===== src/include/sepi_defs.vh =====
// Constants for the serial EEPROM pin interface.
// Assumes a 100 MHz system clock that oversamples the serial pins.
`ifndef SEPI_DEFS_VH
`define SEPI_DEFS_VH

`define SEPI_CLK_NS       10
`define SEPI_TCSL_NS      250
`define SEPI_TCSL_CYC     ((`SEPI_TCSL_NS + `SEPI_CLK_NS - 1) / `SEPI_CLK_NS)
`define SEPI_CSL_CNT_W    5
`define SEPI_CSL_CNT_MAX  5'h1f

`define SEPI_WORD_W       16
`define SEPI_BITS_W       5
`define SEPI_X8_LAST      5'h07
`define SEPI_X16_LAST     5'h0f
`define SEPI_FIFO_DEPTH   16
`define SEPI_FIFO_AW      4

`define SEPI_ORG_STRAP    2'h0
`define SEPI_ORG_FIX_X8   2'h1
`define SEPI_ORG_FIX_X16  2'h2

`endif


===== src/sepi_fifo.v =====
// Word FIFO in flip-flops with valid/ready on both sides.
// Assumes a single clock; ce low freezes all state.
`timescale 1ns/1ps
`default_nettype none
module sepi_fifo #(
   parameter WIDTH = 16,
   parameter DEPTH = 16,
   parameter AW    = 4
) (
   input  wire             clk,
   input  wire             rst,
   input  wire             ce,
   input  wire             in_valid,
   input  wire [WIDTH-1:0] in_data,
   output reg              in_ready,
   output reg              out_valid,
   output wire [WIDTH-1:0] out_data,
   input  wire             out_ready
);
   reg  [WIDTH-1:0] mem [0:DEPTH-1];
   reg  [AW-1:0]    wr_idx;
   reg  [AW-1:0]    rd_idx;
   reg  [AW:0]      count;
   wire             push = in_valid & in_ready;
   wire             pop  = out_valid & out_ready;
   reg  [AW:0]      next_count;

   assign out_data = mem[rd_idx];

   always @* begin
      next_count = count;
      if (push & ~pop)
         next_count = count + {{AW{1'b0}}, 1'b1};
      else if (pop & ~push)
         next_count = count - {{AW{1'b0}}, 1'b1};
   end

   always @(posedge clk) begin
      if (rst) begin
         wr_idx    <= {AW{1'b0}};
         rd_idx    <= {AW{1'b0}};
         count     <= {(AW+1){1'b0}};
         in_ready  <= 1'b1;
         out_valid <= 1'b0;
      end else if (ce) begin
         if (push) begin
            mem[wr_idx] <= in_data;
            wr_idx      <= wr_idx + {{(AW-1){1'b0}}, 1'b1};
         end
         if (pop)
            rd_idx <= rd_idx + {{(AW-1){1'b0}}, 1'b1};
         count     <= next_count;
         in_ready  <= (next_count != DEPTH[AW:0]);
         out_valid <= (next_count != {(AW+1){1'b0}});
      end
   end
endmodule
`default_nettype wire


===== src/sepi_top.v =====
// Pin-side logic of a three-wire serial EEPROM: input capture, read shifter,
// ready/busy status on the data output and word-width selection.
// Assumes the array core gives prog_start/prog_busy/read_go on clk and
// fills read words through the FIFO; serial pins are asynchronous.
//
// Functional notes
// RULE1 - Bits on data input sampled per serial clock
// RULE2 - Read data shifted out after rising edges
// RULE3 - Status shown when select rises after deselect
// RULE4 - Select low throughout programming: output high-Z
// RULE5 - Finished programming reads as output high
// RULE6 - Start bit then select low clears status
// RULE7 - Strap high 16-bit words, low 8-bit
// RULE8 - Fixed variants use permanent word width
// RULE9 - Status low while busy, high when ready
// RULE10 - Select low holds control logic in reset
// RULE11 - Capture and launch on rising serial edge
// RULE12 - Dummy zero bit precedes read word
// RULE13 - Idle and deselected output stays high-Z
`timescale 1ns/1ps
`default_nettype none
`include "sepi_defs.vh"
module sepi_top #(
   parameter [1:0] ORG_VARIANT = `SEPI_ORG_STRAP
) (
   input  wire                    clk,
   input  wire                    rst,
   input  wire                    ce,
   input  wire                    chip_select,
   input  wire                    serial_clock,
   input  wire                    serial_data_input,
   input  wire                    word_width_strap,
   output reg                     serial_data_output,
   output reg                     serial_data_output_oe,
   output reg                     start_seen,
   output reg                     rx_valid,
   output reg                     rx_bit,
   output reg                     word_x16,
   input  wire                    prog_start,
   input  wire                    prog_busy,
   input  wire                    read_go,
   input  wire                    rd_word_valid,
   input  wire [`SEPI_WORD_W-1:0] rd_word_data,
   output wire                    rd_word_ready
);
   localparam [2:0] ST_WAIT = 3'h1;
   localparam [2:0] ST_RECV = 3'h2;
   localparam [2:0] ST_READ = 3'h4;

   reg                       cs_m, cs_s, cs_d;
   reg                       sck_m, sck_s, sck_d;
   reg                       di_m, di_s;
   reg                       org_m, org_s;
   reg [`SEPI_CSL_CNT_W-1:0] csl_cnt;
   reg                       prog_pending;
   reg                       status_on;
   reg                       clear_arm;
   reg [2:0]                 state;
   reg                       need_dummy;
   reg [`SEPI_BITS_W-1:0]    bits_left;
   reg [`SEPI_WORD_W-1:0]    shreg;
   wire                      f_valid;
   wire [`SEPI_WORD_W-1:0]   f_data;
   wire                      sck_rise = sck_s & ~sck_d;
   wire                      cs_rise  = cs_s & ~cs_d;
   wire                      cs_fall  = ~cs_s & cs_d;
   wire [31:0]               csl_ext  = {27'h0, csl_cnt};
   wire                      csl_ok   = (csl_ext >= `SEPI_TCSL_CYC);
   wire                      load     = (state == ST_READ) & sck_rise & ~need_dummy
                                        & (bits_left == {`SEPI_BITS_W{1'b0}}) & f_valid;
   wire                      org_x16;
   wire [`SEPI_WORD_W-1:0]   word_al;

   assign org_x16 = (ORG_VARIANT == `SEPI_ORG_FIX_X16) ? 1'b1 :
                    (ORG_VARIANT == `SEPI_ORG_FIX_X8)  ? 1'b0 : org_s;  // [RULE7] [RULE8]
   // An 8-bit word is moved to the top so the shifter always sends bit 15 first
   assign word_al = word_x16 ? f_data : {f_data[7:0], 8'h00};

   sepi_fifo #(
      .WIDTH (`SEPI_WORD_W),
      .DEPTH (`SEPI_FIFO_DEPTH),
      .AW    (`SEPI_FIFO_AW)
   ) u_fifo (
      .clk       (clk),
      .rst       (rst),
      .ce        (ce),
      .in_valid  (rd_word_valid),
      .in_data   (rd_word_data),
      .in_ready  (rd_word_ready),
      .out_valid (f_valid),
      .out_data  (f_data),
      .out_ready (load)
   );

   always @(posedge clk) begin
      if (rst) begin
         cs_m  <= 1'b0;
         cs_s  <= 1'b0;
         cs_d  <= 1'b0;
         sck_m <= 1'b0;
         sck_s <= 1'b0;
         sck_d <= 1'b0;
         di_m  <= 1'b0;
         di_s  <= 1'b0;
         org_m <= 1'b0;
         org_s <= 1'b0;
      end else if (ce) begin
         cs_m  <= chip_select;
         cs_s  <= cs_m;
         cs_d  <= cs_s;
         sck_m <= serial_clock;
         sck_s <= sck_m;
         sck_d <= sck_s;
         di_m  <= serial_data_input;
         di_s  <= di_m;
         org_m <= word_width_strap;
         org_s <= org_m;
      end
   end

   // Deselect time and ready/busy bookkeeping
   always @(posedge clk) begin
      if (rst) begin
         csl_cnt      <= {`SEPI_CSL_CNT_W{1'b0}};
         prog_pending <= 1'b0;
         status_on    <= 1'b0;
         clear_arm    <= 1'b0;
      end else if (ce) begin
         if (~cs_s) begin
            if (csl_cnt != `SEPI_CSL_CNT_MAX)
               csl_cnt <= csl_cnt + {{(`SEPI_CSL_CNT_W-1){1'b0}}, 1'b1};
         end else begin
            csl_cnt <= {`SEPI_CSL_CNT_W{1'b0}};
         end
         if (prog_start)
            prog_pending <= 1'b1;                                       // [RULE3]
         else if (cs_fall & clear_arm)
            prog_pending <= 1'b0;                                       // [RULE6]
         if (~cs_s)
            status_on <= 1'b0;                                          // [RULE4]
         else if (cs_rise & csl_ok & prog_pending)
            status_on <= 1'b1;                                          // [RULE3]
         if (~cs_s & ~cs_fall)
            clear_arm <= 1'b0;
         else if (cs_s & prog_pending & ~prog_busy & (state == ST_WAIT) & sck_rise & di_s)
            clear_arm <= 1'b1;                                          // [RULE6]
      end
   end

   // Serial sequencing; select low is the reset of this logic
   always @(posedge clk) begin
      if (rst) begin
         state                 <= ST_WAIT;
         need_dummy            <= 1'b0;
         bits_left             <= {`SEPI_BITS_W{1'b0}};
         shreg                 <= {`SEPI_WORD_W{1'b0}};
         word_x16              <= 1'b0;
         start_seen            <= 1'b0;
         rx_valid              <= 1'b0;
         rx_bit                <= 1'b0;
         serial_data_output    <= 1'b0;
         serial_data_output_oe <= 1'b0;
      end else if (ce) begin
         start_seen <= 1'b0;
         rx_valid   <= 1'b0;
         word_x16   <= org_x16;                                         // [RULE7]
         if (~cs_s) begin
            state                 <= ST_WAIT;                           // [RULE10]
            need_dummy            <= 1'b0;
            bits_left             <= {`SEPI_BITS_W{1'b0}};
            serial_data_output_oe <= 1'b0;                              // [RULE13]
         end else begin
            case (state)
               ST_WAIT: begin
                  if (sck_rise & di_s) begin
                     state      <= ST_RECV;
                     start_seen <= 1'b1;                                // [RULE1]
                  end
               end
               ST_RECV: begin
                  if (read_go) begin
                     state      <= ST_READ;
                     need_dummy <= 1'b1;
                  end else if (sck_rise) begin
                     rx_valid <= 1'b1;                                  // [RULE11]
                     rx_bit   <= di_s;                                  // [RULE1]
                  end
               end
               ST_READ: begin
                  if (sck_rise) begin
                     if (need_dummy) begin
                        serial_data_output <= 1'b0;                     // [RULE12]
                        need_dummy         <= 1'b0;
                     end else if (bits_left == {`SEPI_BITS_W{1'b0}}) begin
                        if (f_valid) begin
                           serial_data_output <= word_al[`SEPI_WORD_W-1]; // [RULE2]
                           shreg     <= {word_al[`SEPI_WORD_W-2:0], 1'b0};
                           bits_left <= word_x16 ? `SEPI_X16_LAST : `SEPI_X8_LAST; // [RULE12]
                        end
                     end else begin
                        serial_data_output <= shreg[`SEPI_WORD_W-1];    // [RULE11]
                        shreg     <= {shreg[`SEPI_WORD_W-2:0], 1'b0};
                        bits_left <= bits_left - {{(`SEPI_BITS_W-1){1'b0}}, 1'b1};
                     end
                  end
               end
               default: state <= ST_WAIT;
            endcase
            if (state == ST_READ) begin
               serial_data_output_oe <= 1'b1;                           // [RULE2]
            end else if (status_on | (cs_rise & csl_ok & prog_pending)) begin
               serial_data_output_oe <= 1'b1;                           // [RULE3]
               serial_data_output    <= ~prog_busy;                     // [RULE5] [RULE9]
            end else begin
               serial_data_output_oe <= 1'b0;                           // [RULE13]
            end
         end
      end
   end
endmodule
`default_nettype wire

===== config.mk =====
export PLATFORM = sky130hd
export DESIGN_NAME = sepi_top
export DESIGN_NICKNAME = d
export VERILOG_FILES = /design/src/sepi_fifo.v /design/src/sepi_top.v
export VERILOG_INCLUDE_DIRS = /design/src /design/src/include
export SDC_FILE = /design/constraint.sdc
export NUM_CORES = 1
export LEC_CHECK = 0
export ABC_AREA = 1
export BUFFER_PORTS_ARGS = -buffer_cell sky130_fd_sc_hd__buf_2
export CORE_UTILIZATION = 45
export CTS_CLUSTER_DIAMETER = 30
export DETAILED_ROUTE_END_ITERATION = 10
export GPL_TIMING_DRIVEN = 1
export PLACE_DENSITY = 0.67
export SYNTH_ARGS = -nofsm -noshare
export SYNTH_HDL_FRONTEND = slang
export SYNTH_SLANG_ARGS = --single-unit

===== constraint.sdc =====
create_clock -name clk -period 2.5 [get_ports clk]
set_input_delay 0.125 -clock clk [delete_from_list [all_inputs] [get_ports clk]]
set_output_delay 0.125 -clock clk [all_outputs]
set_load 0.02 [all_outputs]

Yosys cells after proc, flatten, opt, wreduce, memory -nomap -nowiden --
Memories as Yosys holds them, arrays and structs flattened. A register that Yosys moved wholly into a read port is not among the register bits. Index checks and enable logic that the tools add are counted. W data, S select, Z words.
Word-level totals: word-level logic and storage cells 152, input bits 27, output and inout port bits 7, memories 1, register bits 64, bits in writable memories 256
Memories:
- u_fifo.mem | depth 16, width 16, rd ports 1, clocked after Yosys merged registers in 1, wr ports 1, RTL line sepi_fifo.v:20 | reg [WIDTH-1:0] mem [0:DEPTH-1];
Operators by class: equal/unequal tests 16, reduce and logical (&&, ||, !) cells 17, bitwise gates (word level) 31, add/sub/neg operators 6, $lt $le $gt $ge 1, muxes and demuxes 51
Operators by type and width (count):
- $mux W5 | 10
- $mux W16 | 3
- $mux W1 | 30
- $and A1 B1 Y1 | 21
- $reduce_and A2 Y1 | 7
- $mux W4 | 3
- $add A5 B1 Y5 const B | 2
- $ne A5 B5 Y1 const B | 2
- $reduce_and A5 Y1 | 2
- $sub A5 B1 Y5 const B | 2
- $mux W3 | 3
- $not A1 Y1 | 9
- $pmux W3 S3 | 1
- $add A4 B1 Y4 const B | 2
- $ne A2 B1 Y1 const B | 4
- $reduce_and A4 Y1 | 2
- $ne A3 B2 Y1 const B | 2
- $ne A3 B3 Y1 const B | 2
- $reduce_and A6 Y1 | 1
- $reduce_bool A2 Y1 | 3
- $ge A5 B5 Y1 const B | 1
- $logic_not A5 Y1 | 1
- $reduce_bool A5 Y1 | 1
- $ne A2 B2 Y1 const B | 2
- other kinds (6) | 6

Depth between registers and ports, before layout --
Gate-level depths: netlist of run 1.
depth after elaboration 11, depth in mapped cells 15

Hierarchy --
A second synthesis of run 1 with hierarchy kept.
Second synthesis, totals: cell total of the unflattened synthesis 1188, area total of the unflattened synthesis 13614.3 um2
By module, submodules not included:
- sepi_fifo | times used 1, cells each 829, seq. area each 8067.7 um2, area each 11213.3 um2
- sepi_top | times used 1, cells each 359, seq. area each 960.9 um2, area each 2401.1 um2

Worst setup path before layout of run 1 --
Ideal clock, no wire load.
kind register to register, from register u_fifo.in_ready, to memory u_fifo.mem[3][0], enable pin, cell stages (with the launch flop) 5, required time 2.091 ns, library setup time 0.409 ns, clock period less this slack 2.445 ns, arrival 2.036 ns, slack 0.055 ns, cell sequence dfxtp_1 > nand2_1 > nor2_1 > nand2_1 > nor3_1
On the way: word-level cells in the longest chain between the ends 5
RTL lines:
- from (decl) | RTL line sepi_fifo.v:15 | output reg in_ready,
- from (signal assigned) | RTL line sepi_fifo.v:53 | in_ready <= (next_count != DEPTH[AW:0]);
- $and A1 B1 Y1 | RTL line sepi_fifo.v:24 | wire push = in_valid & in_ready;
- $mux W1 | RTL line sepi_fifo.v:46 | if (push) begin
- $mux W1 | RTL line sepi_fifo.v:45 | end else if (ce) begin
- $mux W1 | RTL line sepi_fifo.v:39 | if (rst) begin
- $mux W1 (not written as such) | RTL line sepi_fifo.v:47 | mem[wr_idx] <= in_data;
- to (decl) | RTL line sepi_fifo.v:20
Every way passes these cells.

Final worst setup path of run 1 --
from register bits_left[0], to register shreg[7]
On the way: word-level cells in the longest chain between the ends 3, elaborated cells between the ends (all ways) 4, classes of those cells 1 x eq/ne; 1 x mux; 2 x reduce/logical
RTL lines:
- from (decl) | RTL line sepi_top.v:60 | reg [`SEPI_BITS_W-1:0] bits_left;
- from (signal assigned) | RTL line sepi_top.v:155 | bits_left <= {`SEPI_BITS_W{1'b0}};
- from (signal assigned) | RTL line sepi_top.v:170 | bits_left <= {`SEPI_BITS_W{1'b0}};
- from (signal assigned) | RTL line sepi_top.v:198 | bits_left <= word_x16 ? `SEPI_X16_LAST : `SEPI_X8_LAST;
- $logic_not A5 Y1 * | RTL line sepi_top.v:194 | end else if (bits_left == {`SEPI_BITS_W{1'b0}}) begin
- $ne A2 B1 Y1 (no line)
- $reduce_and A6 Y1 (no line)
- to (signal assigned) | RTL line sepi_top.v:156 | shreg <= {`SEPI_WORD_W{1'b0}};
- to (signal assigned) | RTL line sepi_top.v:197 | shreg <= {word_al[`SEPI_WORD_W-2:0], 1'b0};
- to (signal assigned) | RTL line sepi_top.v:202 | shreg <= {shreg[`SEPI_WORD_W-2:0], 1'b0};
- to (decl) | RTL line sepi_top.v:61 | reg [`SEPI_WORD_W-1:0] shreg;
Mark *: on every way between the ends. The rest lies on a longest branch, timed or not. A chain may end at the register's enable or synchronous reset.

==> results of run 1 <==
## per-layer routing
metal,up-vias,global-route usage,part of all wire
li1,4619,-,-
met1,4649,0.291,0.43
met2,357,0.350,0.47
met3,74,0.0474,0.074
met4,0,0.104,0.032
met5,-,0,0
## worst reg2reg max path: cells and delay by family, from the launching register on
kind / cells / cell delay, ps
AND/OR/NAND/NOR: 6 / 1130
AO/OA/AOI/OAI: 1 / 130
flip-flops: 1 / 330
buffers and inverters: 3 / 230
adder cells (fa/ha/maj): 1 / 200
## kinds of logic (layout without fill, tap and decap cells)
group                    Yosys count  after routing  synth area share
flip-flops                       323            323             0.669
AO/OA/AOI/OAI                    277            277             0.121
AND/OR/NAND/NOR                  462            462             0.148
XOR/XNOR                           2              2           0.00130
adder cells (fa/ha/maj)           12             12            0.0111
buffers and inverters            153            313            0.0502
## worst paths after layout
check | to | cells after the start | slack (ps) | startpoint
setup / recovery | shreg[7] | 11 | 410 | bits_left[0]
hold / removal | sck_d | 3 | 50 | ce
setup reg to reg | shreg[7] | 11 | 410 | bits_left[0]
hold reg to reg | start_seen | 2 | 470 | start_seen
## cell usage in the layout (no fill, tap or decap), types with 40 or more instances in the layout
| cell | count |
|---|---|
| clkbuf_16 | 70 |
| inv_1 | 78 |
| nor2_1 | 187 |
| edfxtp_1 | 256 |
| o21ai_0 | 120 |
| a21oi_1 | 40 |
| nand3_1 | 75 |
| nand2_1 | 139 |
| buf_4 | 41 |
| dfxtp_1 | 65 |
## what timing repair did
action / 4_1_cts / 5_1_grt
hold buffers: 23 / 0
setup endpoints to repair: 0 / 0
hold endpoints to repair: 265 / 0
## final cells by class
class,instances,area (um^2),area share
Timing Repair Buffer,102,803,0.0476
Tap cell,390,488,0.0289
Clock inverter,43,539,0.0320
Clock buffer,84,1830,0.109
Sequential cell,323,9030,0.536
Inverter,84,317,0.0188
Multi-Input combinational cell,753,3850,0.228
## flip-flops by register name, indices dropped and copies added, names as in the netlist, 3 cells and up, named ones only
| signal | flops |
|---|---|
| bits_left | 5 |
| u_fifo.wr_idx | 4 |
| state | 3 |
| shreg | 15 |
| u_fifo.mem | 256 |
| u_fifo.rd_idx | 4 |
| csl_cnt | 5 |
| u_fifo.count | 5 |
## power by group through the flow
stage	Sequential (mW)	Clock, mW	Combinational (mW)
3_5_place_dp	5.98	0	0.374
4_1_cts	5.89	9.18	0.407
6_report	5.89	9.08	0.409
2_1_floorplan	5.98	0	0.224
5_1_grt	5.89	9.46	0.455
3_3_place_gp	5.98	0	0.368
==> summary.txt, run 1 <==
STA
  • Final Skew: 28.8 ps
  • Fin Setup TNS: 0 ps
  • Final Max Slew Viols: 0
  • Fin. Hold Viols: 0
  • Setup ws final: 411 ps
  • F_max: 479 MHz
  • Tmin final: 2090 ps
  • Hold WS: 49.5 ps
  • Worst Tran Pin Value: 653 ps
  • Final worst-path cycle share: 0.835
  • RSZ-0062 raised after global routing: no
  • Max-Slew Margin vs Limit: 0.565
  • Final setup viols: 0

Floorplan
  • Core Area: 0.0296 mm^2
  • Die Wd: 175 um
  • # IOs: 34
  • Starting Density: 0.457
  • Row cnt: 63
  • Die area: 0.0307 mm^2
  • Die Ht: 175 um

Yosys
  • Synthesized Nets: 1,268
  • Synthesized flop and latch total: 323
  • Synth Instances: 1,229
  • Yosys Warn Count: 0
  • Area contributors post-synth: edfxtp_1 57%, dfxtp_1 9.9%, nor2_1 5.5%
  • Synthesized area per cell: 11.0 um^2
  • Ys async rst share: 0
  • Mapped Area: 0.0135 mm^2
  • Most frequent cell after synthesis: edfxtp_1
  • Most frequent cells after synthesis: 256 x edfxtp_1, 199 x nor2_1, 139 x nand2_1, 120 x o21ai_0, 78 x inv_1
  • Top cell type's share of synthesized area: 0.569
  • Post-synthesis cell type count: 41
  • Post-synth top area cell: edfxtp_1
  • Post-synth top flop: edfxtp_1
  • Post-synthesis sequential area ratio: 0.669
  • EDFF count, synth: 256

Pwr
  • Overall Power: 15.4 mW
  • Power per cell area: 912 mW/mm^2
  • Share of power burned in combinational logic: 0.027
  • Peak supply drop: 0.000853 V
  • Switching share of power: 0.219
  • Sequential Power Share: 0.383
  • Design internal power: 12.0 mW
  • Switching power: 3.36 mW
  • Clock Power Share: 0.590
  • Pleak: 6.15 nW

CTS
  • Clock slew at reported path FFs: 50 ps
  • Clock Tree Root: clkbuf_16
  • CTS tree: yes
  • Worst skew pair latency: 580 ps
  • Resize count post-CTS: 0
  • Postcts setup bufs: 0
  • Clk sinks: 323
  • Inserted Clock Buffers: 69
  • H-tree depth: 3
  • CTS Buffer Depth: 3

Finish
  • Area Overhead vs Synth: 24.9%
  • Cell area after layout: 0.0169 mm^2
  • Fillers: 2,396
  • Final nets: 1,372
  • Diode count: 0
  • Layout Cells excl Fill: 1,779
  • Layout cells sized above 1: 0.166
  • Final core occ: 0.570

Global routing
  • Initial antenna violation count: 0
  • Total Routing Usage GR: 0.221
  • Pin count of the biggest net entering global routing: 131
  • First-pass GRT wire length: 52,000 um
  • Vias in the first global route: 9,610
  • GRT overflow: 0

Detailed routing
  • ANT nets after route: 0
  • Remaining routing DRC violations: 0
  • 1st-iter DRT viols: 960
  • Via count: 9,699
  • Vias/cell: 5.45
  • First-pass DRT Iterations: 5
  • WL per Instance: 18.7 um
  • Detailed-route wire length: 33,200 um

Placed design
  • Dpl cells: 1,629
  • DP Worst Slack: 418 ps
  • Port bufs: 33
  • Placed cell area: 0.0143 mm^2
  • DP HPWL: 18,800 um
  • Final GP Congestion: 0.870

Setup path
  • Crit path DAT: 2570 ps
  • Worst Setup End Kind: flip-flop
  • Slowest-stage cell, CP: nor2_2
  • Worst setup SP type: flip-flop
  • CP top delay family: simple AND/OR/NAND/NOR gates
  • Max incr delay on CP: 390 ps
  • WP data required: 2980 ps
  • Worst-path maximum fanout: 15
  • Bufs and invs on worst path: 3
  • CP Cell Sequence: inv_1 -> ha_1 -> inv_1 -> nor2_1 -> nand2_2 -> nor2_1 -> inv_2 -> nand4_2 -> nor2_2 -> nand2_1 -> a31oi_1
  • Critical path class: reg2reg

Run status
  • Status: complete, no violations

Worst hold path
  • Worst Hold Class: in2reg

Flow run
  • Max cap viols: 0
No activity file was read; power rests on OpenSTA's default activity.
==> inputs of run 2 (changes only) <==
- PLACE_DENSITY: 0.67 -> 0.69
- clock period: 2.5 -> 1.75 ns (I/O delays scaled with it)
==> run 2 against run 1 <==
Against the previous run: the flow now finishes with violations (setup timing); flip-flop and latch count stayed put; largest cell class unchanged; routed wire length is 2.6% higher; critical path type unchanged; final area up 3.4%; non-clock buffer count grew 46; fmax is 18% higher; via count is 2.7% higher; critical endpoint is now shreg[12].
==> summary.txt, run 2 (synthesis gave the netlist of run 1 again) <==
Setup path
  • Crit path DAT: 2240 ps (-330 ps)
  • Worst R2R Start: bits_left[0]
  • Slowest-stage cell, CP: dfxtp_2
  • CP Cell Sequence: inv_2 -> ha_4 -> inv_2 -> nor2_2 -> nand2_2 -> nor2_1 -> inv_2 -> buf_4 -> nand3_4 -> nor2_4 -> buf_4 -> o21a_1 -> o21ai_1 -> inv_1
  • Critical path class: reg2reg
  • Worst-path maximum fanout: 5 (-10)
  • CP startpoint: bits_left[0]
  • Reg-to-Reg End: shreg[12]
  • Most common cell type on the critical path: inv_2
  • Max incr delay on CP: 320 ps (-70 ps)
  • WP data required: 2220 ps (-760 ps)
  • Worst setup SP type: flip-flop
  • Worst Setup End Kind: flip-flop
  • Cells on worst reg2reg path: 14 (+3)
  • FF-to-FF setup slack: -20 ps (-430 ps)

Detailed routing
  • Vias/cell: 5.51 (+1.1%)
  • Remaining routing DRC violations: 0 (unchanged)
  • 1st-iter DRT viols: 977 (+1.8%)
  • First-pass DRT Iterations: 7 (+2)
  • WL per Instance: 18.9 um (+1.0%)
  • Detailed-route wire length: 34,100 um (+2.6%)
  • ANT nets after route: 0 (unchanged)
  • Via count: 9,960 (+2.7%)

Finish
  • Most frequent cells in the layout: 256 x edfxtp_1, 174 x nor2_1, 127 x nand2_1
  • Area Overhead vs Synth: 29.1%
  • Cell area after layout: 0.0174 mm^2 (+3.4%)
  • Final core occ: 0.590 (+0.0191)
  • Final nets: 1,408 (+2.6%)
  • Top Registers: u_fifo.mem: 256 flops, shreg: 15 flops
  • Diode count: 0 (unchanged)
  • Commonest non-fill, non-tap cell in the layout: edfxtp_1
  • Register with the most flip-flops: u_fifo.mem
  • Fillers: 2,316 (-3.3%)
  • Layout cells sized above 1: 0.224 (+0.0581)
  • Max reg flops: 256 (unchanged)

Placed design
  • Final GP Congestion: 0.888 (+2.1%)
  • DP HPWL: 19,500 um (+3.6%)
  • Port bufs: 33 (unchanged)
  • Placed cell area: 0.0149 mm^2 (+4.2%)

CTS
  • CTS tree: yes
  • Clock slew at reported path FFs: 50 ps (about the same)
  • H-tree depth: 2 (-1)
  • Worst skew pair latency: 610 ps (+30 ps)
  • Inserted Clock Buffers: 58 (-16%)
  • CTS Buffer Depth: 3 (unchanged)
  • Clock Tree Root: clkbuf_16
  • Clk sinks: 323 (unchanged)

Pwr
  • Overall Power: 19.8 mW (+29%)
  • Peak supply drop: 0.000835 V (-2.0%)
  • Pleak: 6.32 nW (+2.7%)
  • Power per cell area: 1140 mW/mm^2 (+25%)

Global routing
  • First-pass GRT wire length: 52,300 um (+0.58%)
  • GRT overflow: 0 (unchanged)
  • Initial antenna violation count: 0 (unchanged)
  • Vias in the first global route: 9,569 (-0.43%)
  • Pin count of the biggest net entering global routing: 60 (-54%)
  • Total Routing Usage GR: 0.221 (about the same)

Flow run
  • Max cap viols: 0 (unchanged)

Floorplan
  • Row cnt: 63 (unchanged)
  • Core Area: 0.0296 mm^2 (unchanged)
  • Starting Density: 0.457 (unchanged)
  • Die Wd: 175 um (unchanged)
  • Die area: 0.0307 mm^2 (unchanged)
  • Die Ht: 175 um (unchanged)
  • # IOs: 34 (unchanged)

STA
  • Final Skew: 54.9 ps (+26.1 ps)
  • F_max: 566 MHz (+18%)
  • Worst Tran Pin Value: 511 ps (-142 ps)
  • Final setup viols: 1 (+1)
  • Fin Setup TNS: -17.4 ps (-17.4 ps)
  • Fin. Hold Viols: 0 (unchanged)
  • Tmin final: 1770 ps (-321 ps)
  • Final worst-path cycle share: 1.01 (+0.174)
  • RSZ-0062 raised after global routing: yes
  • Setup ws final: -17.4 ps (-429 ps)
  • Final Max Slew Viols: 0 (unchanged)
  • Max-Slew Margin vs Limit: 0.655 (+0.0909)
  • Hold WS: 61.4 ps (+11.9 ps)

Worst hold path
  • WHS Endpoint: csl_cnt[1]
  • Hold Crit Depth: 3 (unchanged)
  • Worst Hold Class: in2reg
  • Hold Crit Start: rst

Run status
  • Failing checks: setup timing
  • Status: complete, but fails checks
## run 2: metal layers
layer	up-vias	track usage	wire length (um)
li1	4679	-	-
met2	429	0.360	16000
met1	4786	0.303	14300
met4	0	0.0685	801
met5	-	0	0
met3	66	0.0372	2920
## run 2: metrics by stage
stage | std cells | setup WS (ps)
after global placement | 1661 | -44.3
after detailed placement | 1661 | -104
after CTS | 1798 | -37.2
final | 1807 | -17.4
after global routing | 1807 | -125
after floorplan | 1229 | -1.59
## run 2: worst max path at each step
| stage | depth (start not counted) | slack, ps | to |
|---|---|---|---|
| after CTS | 15 | -40 | u_fifo.in_ready |
| after detailed placement | 13 | -100 | shreg[14] |
| after global routing | 15 | -130 | u_fifo.in_ready |
| final | 14 | -20 | shreg[12] |
| after floorplan | 6 | -2 | u_fifo.mem[0][0] |
| after global placement | 13 | -40 | shreg[14] |
## run 2: power breakdown
part | switching (mW) | leakage [nW] | internal, mW | total [mW]
Clock | 3.98 | 0.927 | 6.76 | 10.7
Sequential | 0.0481 | 2.85 | 8.35 | 8.40
Combinational | 0.449 | 2.54 | 0.246 | 0.696
## run 2: critical path: cells and delay by family, from the launching register on
family	cells	cell delay, ps
AND/OR/NAND/NOR	5	490
AO/OA/AOI/OAI	2	240
flip-flops	1	320
buffers and inverters	6	480
adder cells (fa/ha/maj)	1	120
## run 2: final cells by class
class	count	area (um^2)	share of cell area
clock buffer	61	1460	0.0839
clock inverter	47	475	0.0273
tap	390	488	0.0280
inverter	84	323	0.0185
timing repair buffer	148	1500	0.0863
sequential	323	9040	0.519
multi-input combinational	754	4130	0.237
## run 2: repair_timing
item | in CTS | in global routing
resized for setup | 17 | 52
buffers inserted | 3 | 7
setup endpoints to repair | 11 | 44
gates cloned | 1 | 3
hold endpoints to repair | 267 | 0
pin swaps | 12 | 12
hold buffers | 25 | 0
